**src/hdl/match_timer_params.svh**
```systemverilog
// register map, field positions, reset values and clock codes of the match timer
`ifndef MATCH_TIMER_PARAMS_SVH
`define MATCH_TIMER_PARAMS_SVH

`define ADDR_WIDTH 16
`define DATA_WIDTH 8

`define ADDR_PORT1_DIRECTION 16'hff21
`define ADDR_PORT3_DIRECTION 16'hff23
`define ADDR_MODE_CONTROL 16'hff43
`define ADDR_COMPARE_VALUE 16'hff44
`define ADDR_COUNT_REGISTER 16'hff45
`define ADDR_COUNT_CLOCK_SELECT 16'hff46
`define ADDR_PORT3_LATCH 16'hff47

`define RESET_DIRECTION 8'hff
`define RESET_MODE_CONTROL 8'h00
`define RESET_COMPARE 8'h00
`define RESET_CLOCK_SELECT 3'h0
`define RESET_LATCH 8'h00
`define RESET_COUNT 8'h00
`define COUNT_MAX 8'hff

`define BIT_COUNT_RUN 7
`define BIT_PWM_MODE 6
`define BIT_PRESET_HIGH 3
`define BIT_PRESET_LOW 2
`define BIT_INVERT 1
`define BIT_OUTPUT_ENABLE 0
`define MODE_READ_MASK 8'hc3
`define PRESET_FORCE_LOW 2'h1
`define PRESET_FORCE_HIGH 2'h2

`define PIN_BIT 3
`define CLOCK_SELECT_WIDTH 3
`define SEL_FALLING 3'h0
`define SEL_RISING 3'h1
`define SEL_DIV1 3'h2
`define SEL_DIV2 3'h3
`define SEL_DIV16 3'h4
`define SEL_DIV64 3'h5
`define SEL_DIV256 3'h6
`define SEL_DIV4096 3'h7

`define PRESCALE_WIDTH 12
`define SHIFT_DIV1 4'h0
`define SHIFT_DIV2 4'h1
`define SHIFT_DIV16 4'h4
`define SHIFT_DIV64 4'h6
`define SHIFT_DIV256 4'h8
`define SHIFT_DIV4096 4'hc

`endif

```
**src/hdl/match_timer_pkg.sv**
```systemverilog
// types shared by the match timer files
package match_timer_pkg;

    typedef struct packed {
        logic [15:0] addr;
        logic [7:0] wdata;
        logic wr;
        logic rd;
    } bus_req_type;

    typedef enum logic [2:0] {
        STOPPED = 3'h1,
        CLEAR_ON_MATCH = 3'h2,
        PWM_RUN = 3'h4
    } run_state_type;

    typedef struct packed {
        logic [7:0] port1_direction;
        logic [7:0] port3_direction;
        logic [7:0] port3_latch;
        logic [7:0] mode_control;
        logic [7:0] compare_value;
        logic [2:0] count_clock_select;
        logic [7:0] count_register;
        logic flop;
        logic pwm_active;
        logic match_pulse;
        logic [7:0] rdata;
        run_state_type run_state;
    } timer_state_type;

    typedef struct packed {
        logic [1:0] sync;
        logic last;
        logic rise;
        logic fall;
    } edge_state_type;

endpackage

```
**src/hdl/match_timer.sv**
```systemverilog
// eight-bit match timer and event counter with register port and shared pin
// Behaviour
// RL1: run bit clear zeroes and stops counter
// RL2: bit six selects clear-on-match or pwm
// RL3: preset pair: none, force low, force high
// RL4: preset bits always read back zero
// RL5: preset ignored while pwm mode selected
// RL6: invert bit toggles or sets pwm polarity
// RL7: output low unless output enable set
// RL8: output settings act even while stopped
// RL9: software writes control fields in order
// RL10: stop counter before changing mode bit
// RL11: pwm stop drives output inactive level
// RL12: direction bits: zero drives, reset ones
// RL13: software sets direction and latch for pin
// RL14: match clears counter, keeps counting, interrupts
// RL15: interval is compare plus one ticks
// RL16: three-bit field selects count clock
// RL17: codes zero and one count pin edges
// RL18: match toggles flop in the same cycle the counter clears
// RL19: square wave period twice compare plus one
// RL20: compare unchanged while counting by software
// RL21: square wave uses stopped setup patterns
// RL22: reset clears mode control to zero
// RL23: stop timer before changing clock select
// RL24: match interrupt is one-cycle pulse; held high every cycle while compare is zero at the undivided clock in clear-on-match mode
`timescale 1ns/1ps
`include "match_timer_params.svh"

module match_timer #(
    parameter int COUNT_WIDTH = `DATA_WIDTH
) (
    input wire logic clk,
    input wire logic rst_n,
    input wire match_timer_pkg::bus_req_type bus_req,
    output logic [7:0] rdata,
    input wire logic pin_in,
    output logic pin_out,
    output logic pin_oe,
    output logic [7:0] port1_direction,
    output logic match_interrupt
);

    match_timer_pkg::timer_state_type st_reg;
    match_timer_pkg::timer_state_type st_next;

    logic edge_rise;
    logic edge_fall;
    logic prescale_tick;
    logic [3:0] prescale_shift;
    logic count_tick;
    logic timer_output;
    logic wr_mode;
    logic [7:0] mode_written;
    logic [1:0] preset;

    // decode of an address hit for a strobe
    function automatic logic hit(input logic strobe, input logic [15:0] addr, input logic [15:0] target);
        hit = strobe && (addr == target);
    endfunction

    // divider shift for an internal clock code
    function automatic logic [3:0] shift_of(input logic [2:0] sel);
        logic [3:0] s;
        s = `SHIFT_DIV1;
        unique case (sel)
            `SEL_DIV2: s = `SHIFT_DIV2;
            `SEL_DIV16: s = `SHIFT_DIV16;
            `SEL_DIV64: s = `SHIFT_DIV64;
            `SEL_DIV256: s = `SHIFT_DIV256;
            `SEL_DIV4096: s = `SHIFT_DIV4096;
            default: s = `SHIFT_DIV1;
        endcase
        return s;
    endfunction

    pin_edge_detect u_edge (
        .clk(clk),
        .rst_n(rst_n),
        .pin_in(pin_in),
        .rise(edge_rise),
        .fall(edge_fall)
    );

    count_prescaler #(
        .WIDTH(`PRESCALE_WIDTH)
    ) u_prescaler (
        .clk(clk),
        .rst_n(rst_n),
        .shift(prescale_shift),
        .tick(prescale_tick)
    );

    // count clock source
    always_comb begin
        prescale_shift = shift_of(st_reg.count_clock_select); // RL16
        unique case (st_reg.count_clock_select)
            `SEL_FALLING: count_tick = edge_fall; // RL17
            `SEL_RISING: count_tick = edge_rise; // RL17
            default: count_tick = prescale_tick; // RL16
        endcase
    end

    assign wr_mode = hit(bus_req.wr, bus_req.addr, `ADDR_MODE_CONTROL);
    assign mode_written = bus_req.wdata & `MODE_READ_MASK;
    assign preset = {bus_req.wdata[`BIT_PRESET_HIGH], bus_req.wdata[`BIT_PRESET_LOW]};

    // next-state logic
    always_comb begin
        st_next = st_reg;
        st_next.match_pulse = 1'b0;
        st_next.rdata = 8'h00;

        // register writes
        if (hit(bus_req.wr, bus_req.addr, `ADDR_PORT1_DIRECTION)) begin
            st_next.port1_direction = bus_req.wdata; // RL12
        end
        if (hit(bus_req.wr, bus_req.addr, `ADDR_PORT3_DIRECTION)) begin
            st_next.port3_direction = bus_req.wdata; // RL12
        end
        if (hit(bus_req.wr, bus_req.addr, `ADDR_PORT3_LATCH)) begin
            st_next.port3_latch = bus_req.wdata;
        end
        if (hit(bus_req.wr, bus_req.addr, `ADDR_COMPARE_VALUE)) begin
            st_next.compare_value = bus_req.wdata;
        end
        if (hit(bus_req.wr, bus_req.addr, `ADDR_COUNT_CLOCK_SELECT)) begin
            st_next.count_clock_select = bus_req.wdata[`CLOCK_SELECT_WIDTH-1:0]; // RL16
        end
        if (wr_mode) begin
            st_next.mode_control = mode_written; // RL4
        end

        // counting engine
        unique case (st_reg.run_state)
            match_timer_pkg::STOPPED: begin
                st_next.count_register = `RESET_COUNT; // RL1
                st_next.pwm_active = 1'b0; // RL11
            end
            match_timer_pkg::CLEAR_ON_MATCH: begin
                if (count_tick) begin
                    if (st_reg.count_register == st_reg.compare_value) begin
                        st_next.count_register = `RESET_COUNT; // RL14
                        st_next.match_pulse = 1'b1; // RL24
                        if (st_reg.mode_control[`BIT_INVERT]) begin
                            st_next.flop = ~st_reg.flop; // RL6 RL18 RL19
                        end
                    end else begin
                        st_next.count_register = st_reg.count_register + 8'h01; // RL15
                    end
                end
            end
            match_timer_pkg::PWM_RUN: begin
                if (count_tick) begin
                    st_next.count_register = st_reg.count_register + 8'h01;
                    if (st_reg.count_register == `COUNT_MAX) begin
                        st_next.pwm_active = 1'b1;
                    end else if (st_reg.count_register == st_reg.compare_value) begin
                        st_next.pwm_active = 1'b0;
                        st_next.match_pulse = 1'b1;
                    end
                end
            end
        endcase

        // run state follows the written run and mode bits
        if (!st_next.mode_control[`BIT_COUNT_RUN]) begin
            st_next.run_state = match_timer_pkg::STOPPED; // RL1
        end else if (st_next.mode_control[`BIT_PWM_MODE]) begin
            st_next.run_state = match_timer_pkg::PWM_RUN; // RL2
        end else begin
            st_next.run_state = match_timer_pkg::CLEAR_ON_MATCH; // RL2
        end
        if (!st_reg.mode_control[`BIT_COUNT_RUN] && st_next.mode_control[`BIT_COUNT_RUN]) begin
            st_next.count_register = `RESET_COUNT; // RL1
        end
        if (wr_mode && !bus_req.wdata[`BIT_COUNT_RUN]) begin
            st_next.count_register = `RESET_COUNT; // RL1
            st_next.pwm_active = 1'b0; // RL11
        end

        // flop preset, ignored in pwm mode; a preset wins over a match toggle
        if (wr_mode && !bus_req.wdata[`BIT_PWM_MODE]) begin // RL5
            unique case (preset)
                `PRESET_FORCE_LOW: st_next.flop = 1'b0; // RL3
                `PRESET_FORCE_HIGH: st_next.flop = 1'b1; // RL3
                default: st_next.flop = st_next.flop; // RL3
            endcase
        end

        // read data, one cycle after the strobe
        if (bus_req.rd) begin
            unique case (bus_req.addr)
                `ADDR_PORT1_DIRECTION: st_next.rdata = st_reg.port1_direction;
                `ADDR_PORT3_DIRECTION: st_next.rdata = st_reg.port3_direction;
                `ADDR_PORT3_LATCH: st_next.rdata = st_reg.port3_latch;
                `ADDR_MODE_CONTROL: st_next.rdata = st_reg.mode_control & `MODE_READ_MASK; // RL4
                `ADDR_COMPARE_VALUE: st_next.rdata = st_reg.compare_value;
                `ADDR_COUNT_REGISTER: st_next.rdata = st_reg.count_register;
                `ADDR_COUNT_CLOCK_SELECT: st_next.rdata = {5'h00, st_reg.count_clock_select};
                default: st_next.rdata = 8'h00;
            endcase
        end
    end

    always_ff @(posedge clk) begin
        if (!rst_n) begin
            st_reg.port1_direction <= `RESET_DIRECTION; // RL12
            st_reg.port3_direction <= `RESET_DIRECTION; // RL12
            st_reg.port3_latch <= `RESET_LATCH;
            st_reg.mode_control <= `RESET_MODE_CONTROL; // RL22
            st_reg.compare_value <= `RESET_COMPARE;
            st_reg.count_clock_select <= `RESET_CLOCK_SELECT;
            st_reg.count_register <= `RESET_COUNT;
            st_reg.flop <= 1'b0;
            st_reg.pwm_active <= 1'b0;
            st_reg.match_pulse <= 1'b0;
            st_reg.rdata <= 8'h00;
            st_reg.run_state <= match_timer_pkg::STOPPED;
        end else begin
            st_reg <= st_next;
        end
    end

    // timer output, live from the control bits in any run state
    always_comb begin
        if (!st_reg.mode_control[`BIT_OUTPUT_ENABLE]) begin
            timer_output = 1'b0; // RL7 RL8
        end else if (st_reg.mode_control[`BIT_PWM_MODE]) begin
            timer_output = st_reg.pwm_active ^ st_reg.mode_control[`BIT_INVERT]; // RL6 RL11 RL8
        end else begin
            timer_output = st_reg.flop; // RL7 RL8
        end
    end

    // shared pin: latch or timer output, driven while direction bit is zero
    assign pin_out = st_reg.port3_latch[`PIN_BIT] | timer_output; // RL13
    assign pin_oe = ~st_reg.port3_direction[`PIN_BIT]; // RL12
    assign port1_direction = st_reg.port1_direction;
    assign match_interrupt = st_reg.match_pulse; // RL24
    assign rdata = st_reg.rdata;

endmodule // match_timer

```
**src/hdl/count_prescaler.sv**
```systemverilog
// free-running divider giving one-cycle count ticks for the internal clock codes
`timescale 1ns/1ps
`include "match_timer_params.svh"

module count_prescaler #(
    parameter int WIDTH = `PRESCALE_WIDTH
) (
    input wire logic clk,
    input wire logic rst_n,
    input wire logic [3:0] shift,
    output logic tick
);

    logic [WIDTH-1:0] div_reg;
    logic [WIDTH-1:0] div_next;
    logic [WIDTH-1:0] mask;

    always_comb begin
        div_next = div_reg + {{(WIDTH-1){1'b0}}, 1'b1};
        mask = WIDTH'(({{(WIDTH){1'b0}}, 1'b1} << shift) - 1);
    end

    always_ff @(posedge clk) begin
        if (!rst_n) begin
            div_reg <= '0;
        end else begin
            div_reg <= div_next;
        end
    end

    // tick when the low shift bits are all ones
    assign tick = ((div_reg & mask) == mask);

endmodule // count_prescaler

```
**src/hdl/pin_edge_detect.sv**
```systemverilog
// two-flop synchroniser and edge detector for the event input pin
`timescale 1ns/1ps

module pin_edge_detect (
    input wire logic clk,
    input wire logic rst_n,
    input wire logic pin_in,
    output logic rise,
    output logic fall
);

    match_timer_pkg::edge_state_type st_reg;
    match_timer_pkg::edge_state_type st_next;

    always_comb begin
        st_next = st_reg;
        st_next.sync = {st_reg.sync[0], pin_in};
        st_next.last = st_reg.sync[1];
        st_next.rise = st_reg.sync[1] & ~st_reg.last;
        st_next.fall = ~st_reg.sync[1] & st_reg.last;
    end

    always_ff @(posedge clk) begin
        if (!rst_n) begin
            st_reg <= '0;
        end else begin
            st_reg <= st_next;
        end
    end

    assign rise = st_reg.rise;
    assign fall = st_reg.fall;

endmodule // pin_edge_detect

```
**config.mk**
```make
export PLATFORM = sky130hd
export DESIGN_NAME = match_timer
export DESIGN_NICKNAME = d
export VERILOG_FILES = /design/src/hdl/match_timer_pkg.sv /design/src/hdl/match_timer.sv /design/src/hdl/count_prescaler.sv /design/src/hdl/pin_edge_detect.sv
export VERILOG_INCLUDE_DIRS = /design/src /design/src/hdl
export SDC_FILE = /design/constraint.sdc
export NUM_CORES = 1
export LEC_CHECK = 0
export BUFFER_PORTS_ARGS = -buffer_cell sky130_fd_sc_hd__buf_4
export CORE_ASPECT_RATIO = 0.75
export CORE_MARGIN = 2
export CORE_UTILIZATION = 30
export DETAILED_ROUTE_END_ITERATION = 8
export PLACE_DENSITY = 0.48
export SLEW_MARGIN = 20
export SYNTH_ARGS = -nofsm -noshare
export SYNTH_HDL_FRONTEND = slang
export SYNTH_SLANG_ARGS = --single-unit
```
**constraint.sdc**
```tcl
create_clock -name clk -period 2.82 [get_ports clk]
set_clock_uncertainty 0.05 [all_clocks]
set_input_delay 0.423 -clock clk [delete_from_list [all_inputs] [get_ports clk]]
set_output_delay 0.423 -clock clk [all_outputs]
set_load 0.01 [all_outputs]
```
**Yosys cells after proc, flatten, opt, wreduce, memory -nomap -nowiden**

Cells that the tools add are included.
Widths: inputs -> output; s select.

- Input bits: 29
- Output and inout bits: 19
- Logic and storage cells: 100
- Bits in registers: 78

- Reduce and logical (&&, ||, !) cells: 20
- Bitwise logic cells: 10
- Shifts and indexed selects: 1
- Multiplexer cells: 24
- Eq/ne operators: 24
- Add/sub/neg operators: 3

Operators with widths:

| operator | number |
|---|---|
| $eq 16x16->1 const B | 7 |
| $pmux 8 s7 | 1 |
| $mux 8 | 3 |
| $pmux 8 s3 | 1 |
| $pmux 4 s5 | 1 |
| $eq 3x3->1 const B | 5 |
| $add 12x1->12 const B | 1 |
| $and 12x12->12 | 1 |
| $eq 12x12->1 | 1 |
| $shl 1x4->12 const A | 1 |
| $sub 12x1->12 const B | 1 |
| $mux 1 | 10 |
| $logic_and 1x1->1 | 9 |
| $mux 9 | 1 |
| $add 8x1->8 const B | 1 |
| $eq 8x8->1 | 1 |
| $eq 8x8->1 const B | 1 |
| $pmux 1 s2 | 4 |
| $eq 3x1->1 const B | 2 |
| $eq 3x2->1 const B | 2 |
| $reduce_and 2->1 | 3 |
| $not 1->1 | 5 |
| $mux 2 | 2 |
| $ne 2x2->1 const B | 2 |
| other kinds (13) | 16 |

**Depth between registers and ports, before layout**

Gate-level depths: netlist (run 1).

- Depth in word-level cells: 11
- Gate-level depth with buffers: 11
- Gate-level depth less buffers: 9

**Modules after synthesis**

Synthesis (run 1) repeated with hierarchy kept, for this count alone.

- Cells, all modules: 459
- Area, all modules: 4191.5 µm²

By module, submodules not included:

| module | area an instance (µm²) | seq. area each (µm²) | cells an instance | instances |
|---|---|---|---|---|
| match_timer | 3270.6 | 1221.2 | 360 | 1 |
| count_prescaler | 780.7 | 240.2 | 89 | 1 |
| pin_edge_detect | 140.1 | 100.1 | 10 | 1 |

**Least setup slack after synthesis (run 1)**

Ideal clock, no wire load.

- Path type: reg-to-reg
- From: register st_reg[23] in the netlist's numbering
- To: register st_reg[19] in the netlist's numbering
- Setup time: 86 ps
- Arrival: 2591 ps
- Period minus slack after synthesis: 2727 ps
- Data required time: 2684 ps
- Buffers on the path: 1
- Setup slack: 93 ps
- Cell stages (with the launch flop): 11
- Cells stage by stage: dfxtp_1 > buf_2 > nand2_1 > nand2_1 > ha_1 > nor4b_4 > a311o_1 > a221oi_2 > a2111oi_4 > or4_1 > a211oi_1

- Cells in the longest elaborated chain, start to end: 9
- Elaborated cells between the ends (all ways): 16
- Classes of those cells: 1 x add/sub; 9 x eq/ne; 1 x shift; 2 x mux; 1 x bitwise; 2 x reduce/logical

RTL lines:

| what | RTL line | RTL |
|---|---|---|
| start, declared | match_timer.sv:44 | `match_timer_pkg::timer_state_type st_reg;` |
| start signal, assigned | match_timer.sv:221 | `st_reg <= st_next;` |
| $eq 3x3->1 or $eq 3x2->1 (tied branches) | match_timer.sv:66 | `unique case (sel)` |
| $pmux 4 s5 | match_timer.sv:66 |  |
| $shl 1x4->12 | count_prescaler.sv:20 | `mask = WIDTH'(({{(WIDTH){1'b0}}, 1'b1} << shift) - 1);` |
| $sub 12x1->12 | count_prescaler.sv:20 |  |
| $and 12x12->12 | count_prescaler.sv:32 | `assign tick = ((div_reg & mask) == mask);` |
| $eq 12x12->1 | count_prescaler.sv:32 |  |
| $pmux 1 s2 (*) | match_timer.sv:97 | `unique case (st_reg.count_clock_select)` |
| $ne 2x2->1 (no source line) | -- |  |
| $reduce_and 2->1 (no source line) (*) | -- |  |

Mark *: on every way between the ends. The rest lies on a longest branch, timed or not.
A chain may end at the register's enable or synchronous reset.

**Worst setup path in the final report (run 1)**

- From: register st_reg[24] in the netlist's numbering
- To: register st_reg[21] in the netlist's numbering

The elaborated chain is that of the path after synthesis.

==> metrics, run 1 <==
crit end category register; RSZ-0062 raised after global routing yes; cell family with most CP delay compound AO/OA/AOI/OAI gates; setup TNS 0 ns; first-pass GRT wire length 17100 µm; Worst IR Drop VDD 279 µV; syn avg cell area 8.71 µm²; Top FF cell, synth dfxtp_1; Cell Chain, Critical Path inv_1 > nand3_2 > ha_4 > nor2b_2 > a311o_1 > a221oi_4 > a2111oi_4 > or4_1 > a211oi_2; diode count 0; synthesized area 0.00389 mm²; # rows 35; largest net degree at the start of global routing 45; Hold Path Class in -> reg; Util after Layout 37.9%; Max Cap Viol 0; Final Power 2.38 mW; critical path required time 3.03 ns; Slew @ Worst Pin 0.813 ns; Worst path slowest cell or4_1; DR iter-0 viols 245; crit-path max cell delay 0.57 ns; area growth from synthesis to layout 21.7%; Bufs on Longest Clock Path 2; Synth Register Bits 78; Reg clk slew, reported paths 0.06 ns; post-synthesis sequential area ratio 40.2%; syn nets 479; number of global-route vias before repair 3157; post-DP HPWL 7630 µm; Final Cell Area 0.00473 mm²; Post-DP Area 0.00432 mm²; IO Count 48; final setup fails 0; Detailed Routing Iterations Pass 1 5; yosys warns 0; EDFF count, synth 0; share of cells above drive strength 1 21.1%; DRC Markers 0; status finished clean; top cell types by occurrence after synthesis dfxtp_1 (78), nand3_1 (57), nand2_1 (54), clkbuf_1 (23), a21boi_0 (22); Die Wd 135 µm; # hold bufs at CTS 0; post-synth top area cell dfxtp_1; Data arrival, critical path 2.93 ns; Tot GR Track Use 16.2%; CTS tree built; worst skew pair latency 0.34 ns; Synth cell types 61; routed length per instance 16.9 µm; GP Congestion 0.815; top cell type's share of synthesized area 40.2%; Worst slew margin 45.4%; final hold violation count 0; worst path bufs/invs 1; Port Buffers 47; via count 3386; ys async rst share 0%; Die Area 0.0139 mm²; initial antenna violation count 0; Pins Over Slew Limit 0; Final nets 511; largest cells by area after synthesis dfxtp_1 (40%), nand3_1 (7.3%), nand2_1 (5.2%); DRT antenna net count 0; Leak 1.75 nW; Mapped Cells 446; Pwr Density 504 mW/mm²; grt ovf 0; Initial Util 31.1%; Clock Tree Root clkbuf_16; minimum clock period 2.73 ns; clock sinks 78; worst-path fanout max 8; Worst setup SP type register; core area 0.0125 mm²; CTS buffer count 9; chip height 103 µm; Largest register FFs 44; final period utilization 96.7%; final WL 10900 µm; kind of critical path reg -> reg; top-count cell post-synth dfxtp_1; vias per cell 5.22; H-tree depth 3; max frequency 367 MHz
[layout make-up]
type | instances | area (µm²)
clock buffer | 11 | 243
clock inverter | 5 | 58.8
fill | 1296 | 7750
inverter | 7 | 26.3
multi-input combinational | 315 | 2130
sequential | 78 | 1560
tap | 166 | 208
timing repair buffer | 67 | 503
[routing by layer]
metal / routed length [µm] / up-vias / global-route usage (%)
met1: 5590 / 1609 / 23.7
li1: - / 1666 / -
met3: 675 / 10 / 4.72
met2: 4550 / 101 / 22.7
met4: 124 / 0 / 4.97
met5: 0 / - / 0
[final timing paths]
kind,startpoint,endpoint,slack [ns],depth (start not counted)
worst max-delay path,st_reg[24],st_reg[21],0.09,9
worst min-delay path,pin_in,u_edge.st_next[4],0.23,2
worst max register to register,st_reg[24],st_reg[21],0.09,9
worst min register to register,u_edge.st_reg[2],u_edge.rise,0.35,1
[cell usage in the layout (no fill, tap or decap), drive strengths merged, types with 4 or more instances in the layout]
| cell | count |
|---|---|
| a211oi | 6 |
| a21boi | 22 |
| a21oi | 12 |
| a222oi | 9 |
| a22oi | 8 |
| and2 | 19 |
| and3 | 6 |
| and4 | 4 |
| buf | 67 |
| clkbuf | 11 |
| dfxtp | 78 |
| ha | 4 |
| inv | 7 |
| mux2i | 6 |
| nand2 | 54 |
| nand3 | 57 |
| nand3b | 6 |
| nand4 | 5 |
| nor2 | 7 |
| nor2b | 10 |
| nor3 | 8 |
| o21ai | 7 |
| or3 | 4 |
| xnor2 | 17 |
[kinds of logic (layout without fill, tap and decap cells)]
logic type / count (synthesis) / after routing / synth area share, %
xor+xnor: 20 / 20 / 4.51
fa+ha+maj: 4 / 4 / 1.29
mux: 7 / 7 / 1.84
compound gates: 84 / 85 / 16.9
buf+inv: 54 / 90 / 7.37
flops: 78 / 78 / 40.2
simple gates: 199 / 199 / 27.9
[repair_timing]
item | 4_1_cts | 5_1_grt
gates cloned | 0 | 1
pin swaps | 1 | 4
buffers inserted | 0 | 3
endpoints found under the setup margin | 6 | 7
resized for setup | 1 | 10
[metrics by stage]
stage,instances,hold slack (ns),setup WS [ns]
after floorplan,446,0.334,0.0933
after global placement,629,0.342,0.0594
after detailed placement,629,0.346,-0.0482
after CTS,645,0.226,0.0587
after global routing,649,0.234,0.00624
final,649,0.235,0.0929
[report_power, final]
group / switching, mW / internal (mW)
combinational: 0.0516 / 0.0428
clock: 0.466 / 0.710
sequential: 0.00428 / 1.11
Note: power is estimated with default switching activity, not from simulation.
==> run 2, diff against run 1 <==
- CTS_BUF_LIST: default -> sky130_fd_sc_hd__clkbuf_2 sky130_fd_sc_hd__clkbuf_4 sky130_fd_sc_hd__clkbuf_8
- MAX_ROUTING_LAYER: default -> met4
- PLACE_DENSITY: 0.48 -> 0.47
- clock period: 2.82 -> 2.6 ns (I/O delays scaled with it)
==> run 2 against run 1 <==
Compared with the run above: the flow now finishes with violations (negative setup slack); total power down 6.6%; register-to-register slack worse by 0.15 ns; global-route usage up 0.66 points; via count up 2.7%; die area unchanged; combinational power up 12%; worst setup slack worse by 0.15 ns; non-clock buffer count up 13; final cell count up 1.7%; routed wire length up 4.5%; first-iteration DRC count up 6.9%; cell area up 1.2%; highest routed layer unchanged.
==> metrics, run 2 (synthesis gave the netlist of run 1 again) <==
Pins Over Slew Limit 0; CTS buffer count 9; # rows 35; Die Wd 135 µm; worst-path fanout max 7; DR iter-0 viols 262; most frequent cells in the layout buf_4 (77), dfxtp_1 (75), nand3_1 (56); Clock Tree Root clkbuf_8; failing checks negative setup slack; DRC Markers 0; via count 3477; non-filler cells, final 660; number of global-route vias before repair 3028; Final nets 523; Crit Reg-Reg Startpoint st_reg[23]; kind of critical path reg -> reg; minimum clock period 2.65 ns; CTS tree built; area growth from synthesis to layout 23.2%; Port Buffers 47; GP Congestion 0.781; initial antenna violation count 0; Post-DP Area 0.00442 mm²; status finished with violations; core area 0.0125 mm²; Final Cell Area 0.00479 mm²; Die Area 0.0139 mm²; crit end category register; Reg clk slew, reported paths 0.08 ns; vias per cell 5.27; Tot GR Track Use 16.8%; clock sinks 78; first-pass GRT wire length 17200 µm; final setup fails 4; Initial Util 31.1%; min-delay src pin_in; final hold violation count 0; Largest register FFs 44; worst min-delay path endpoint u_edge.st_next[4]; worst r2r dst st_reg[21]; Bufs on Longest Clock Path 2; commonest non-fill, non-tap cell in the layout buf_4; H-tree depth 3; Max Cap Viol 0; diode count 0; chip height 103 µm; IO Count 48; largest net degree at the start of global routing 42; R2R depth 12; worst skew pair latency 0.36 ns; Leak 1.80 nW; placed cell count 639; share of cells above drive strength 1 25.3%; worst hold stages 2; Pwr Density 465 mW/mm²; Worst slew margin 61.2%; final WL 11400 µm; # fillers 1275; final period utilization 102%; Detailed Routing Iterations Pass 1 5; routed length per instance 17.3 µm; Util after Layout 38.4%; max frequency 377 MHz; post-route setup slack -0.0538 ns; R2R Setup Slk -0.05 ns; Data arrival, critical path 2.89 ns; DRT antenna net count 0; Worst IR Drop VDD 214 µV; # hold bufs at CTS 0; grt ovf 0; RSZ-0062 raised after global routing yes; Slew @ Worst Pin 0.582 ns; Hold Path Class in -> reg; Worst setup SP type register; critical path required time 2.83 ns; post-DP HPWL 7940 µm
## run 2: cell types whose count changed in the layout (fill, tap and decap cells not counted), moves of 2 or more
| cell | previous run | this run |
|---|---|---|
| o31ai_1 | 2 | 0 |
| dfxtp_4 | 0 | 2 |
| clkbuf_16 | 9 | 0 |
| a2111oi_4 | 3 | 1 |
| o21ai_0 | 4 | 2 |
| buf_4 | 67 | 77 |
| nand2_4 | 0 | 2 |
| clkbuf_8 | 1 | 10 |
| buf_6 | 0 | 2 |
| nand2_1 | 54 | 52 |
## run 2: area by class of cell
class / instances / area [µm²] / share of cell area, %
inverter: 7 / 28.8 / 0.601
sequential: 78 / 1570 / 32.8
tap: 166 / 208 / 4.34
clock buffer: 11 / 145 / 3.03
timing repair buffer: 80 / 621 / 13.0
clock inverter: 4 / 47.5 / 0.993
multi-input combinational: 314 / 2170 / 45.3
## run 2: per-layer routing
| layer | global-route usage [%] | wire length, µm | up-vias |
|---|---|---|---|
| met3 | 4.08 | 682 | 9 |
| met5 | - | 0 | - |
| met4 | 4.09 | 94 | 0 |
| met1 | 25.1 | 5950 | 1692 |
| li1 | - | - | 1675 |
| met2 | 22.4 | 4700 | 101 |
## run 2: worst max path at each step
stage                           from    endpoint  slack [ns]  cells after the start
after floorplan           st_reg[23]  st_reg[19]        0.01                      9
after global placement    st_reg[24]  st_reg[21]       -0.07                     10
after detailed placement  st_reg[24]  st_reg[21]       -0.13                     10
after CTS                 st_reg[23]  st_reg[21]       -0.04                     10
after global routing      st_reg[24]  st_reg[21]       -0.13                     12
final                     st_reg[23]  st_reg[21]       -0.05                     12
## run 2: repair_timing
action | 4_1_cts | 5_1_grt
endpoints found under the setup margin | 8 | 9
setup buffers | 1 | 5
gates resized for setup | 6 | 27
cloned | 0 | 1
pin swaps | 0 | 10
## run 2: worst max-delay path, stage by stage (launching register included)
cell       delay (ns)
dfxtp_4          0.37
nand2_4          0.08
nand2_4          0.05
ha_4             0.18
or4b_4           0.51
a21oi_4          0.16
a221oi_4         0.06
a2111oi_4        0.41
buf_4            0.17
buf_6            0.13
buf_6            0.11
o31ai_2          0.07
a211oi_2         0.22
## run 2: report_power, final
| part | switching (mW) | internal, mW | leakage [nW] | total [mW] |
|---|---|---|---|---|
| combinational | 0.0584 | 0.0474 | 1.07 | 0.106 |
| clock | 0.445 | 0.472 | 0.0986 | 0.917 |
| sequential | 0.00345 | 1.20 | 0.632 | 1.20 |
## run 2: metrics by stage
step           TNS (ns)  hold WS (ns)  power, mW  setup slack, ns
2_1_floorplan         0         0.334       1.28          0.00969
3_3_place_gp     -0.156         0.340       1.34          -0.0670
3_5_place_dp     -0.394         0.351       1.34           -0.134
4_1_cts         -0.0607         0.187       2.26          -0.0386
5_1_grt          -0.716         0.192       2.31           -0.134
6_report         -0.128         0.202       2.22          -0.0538
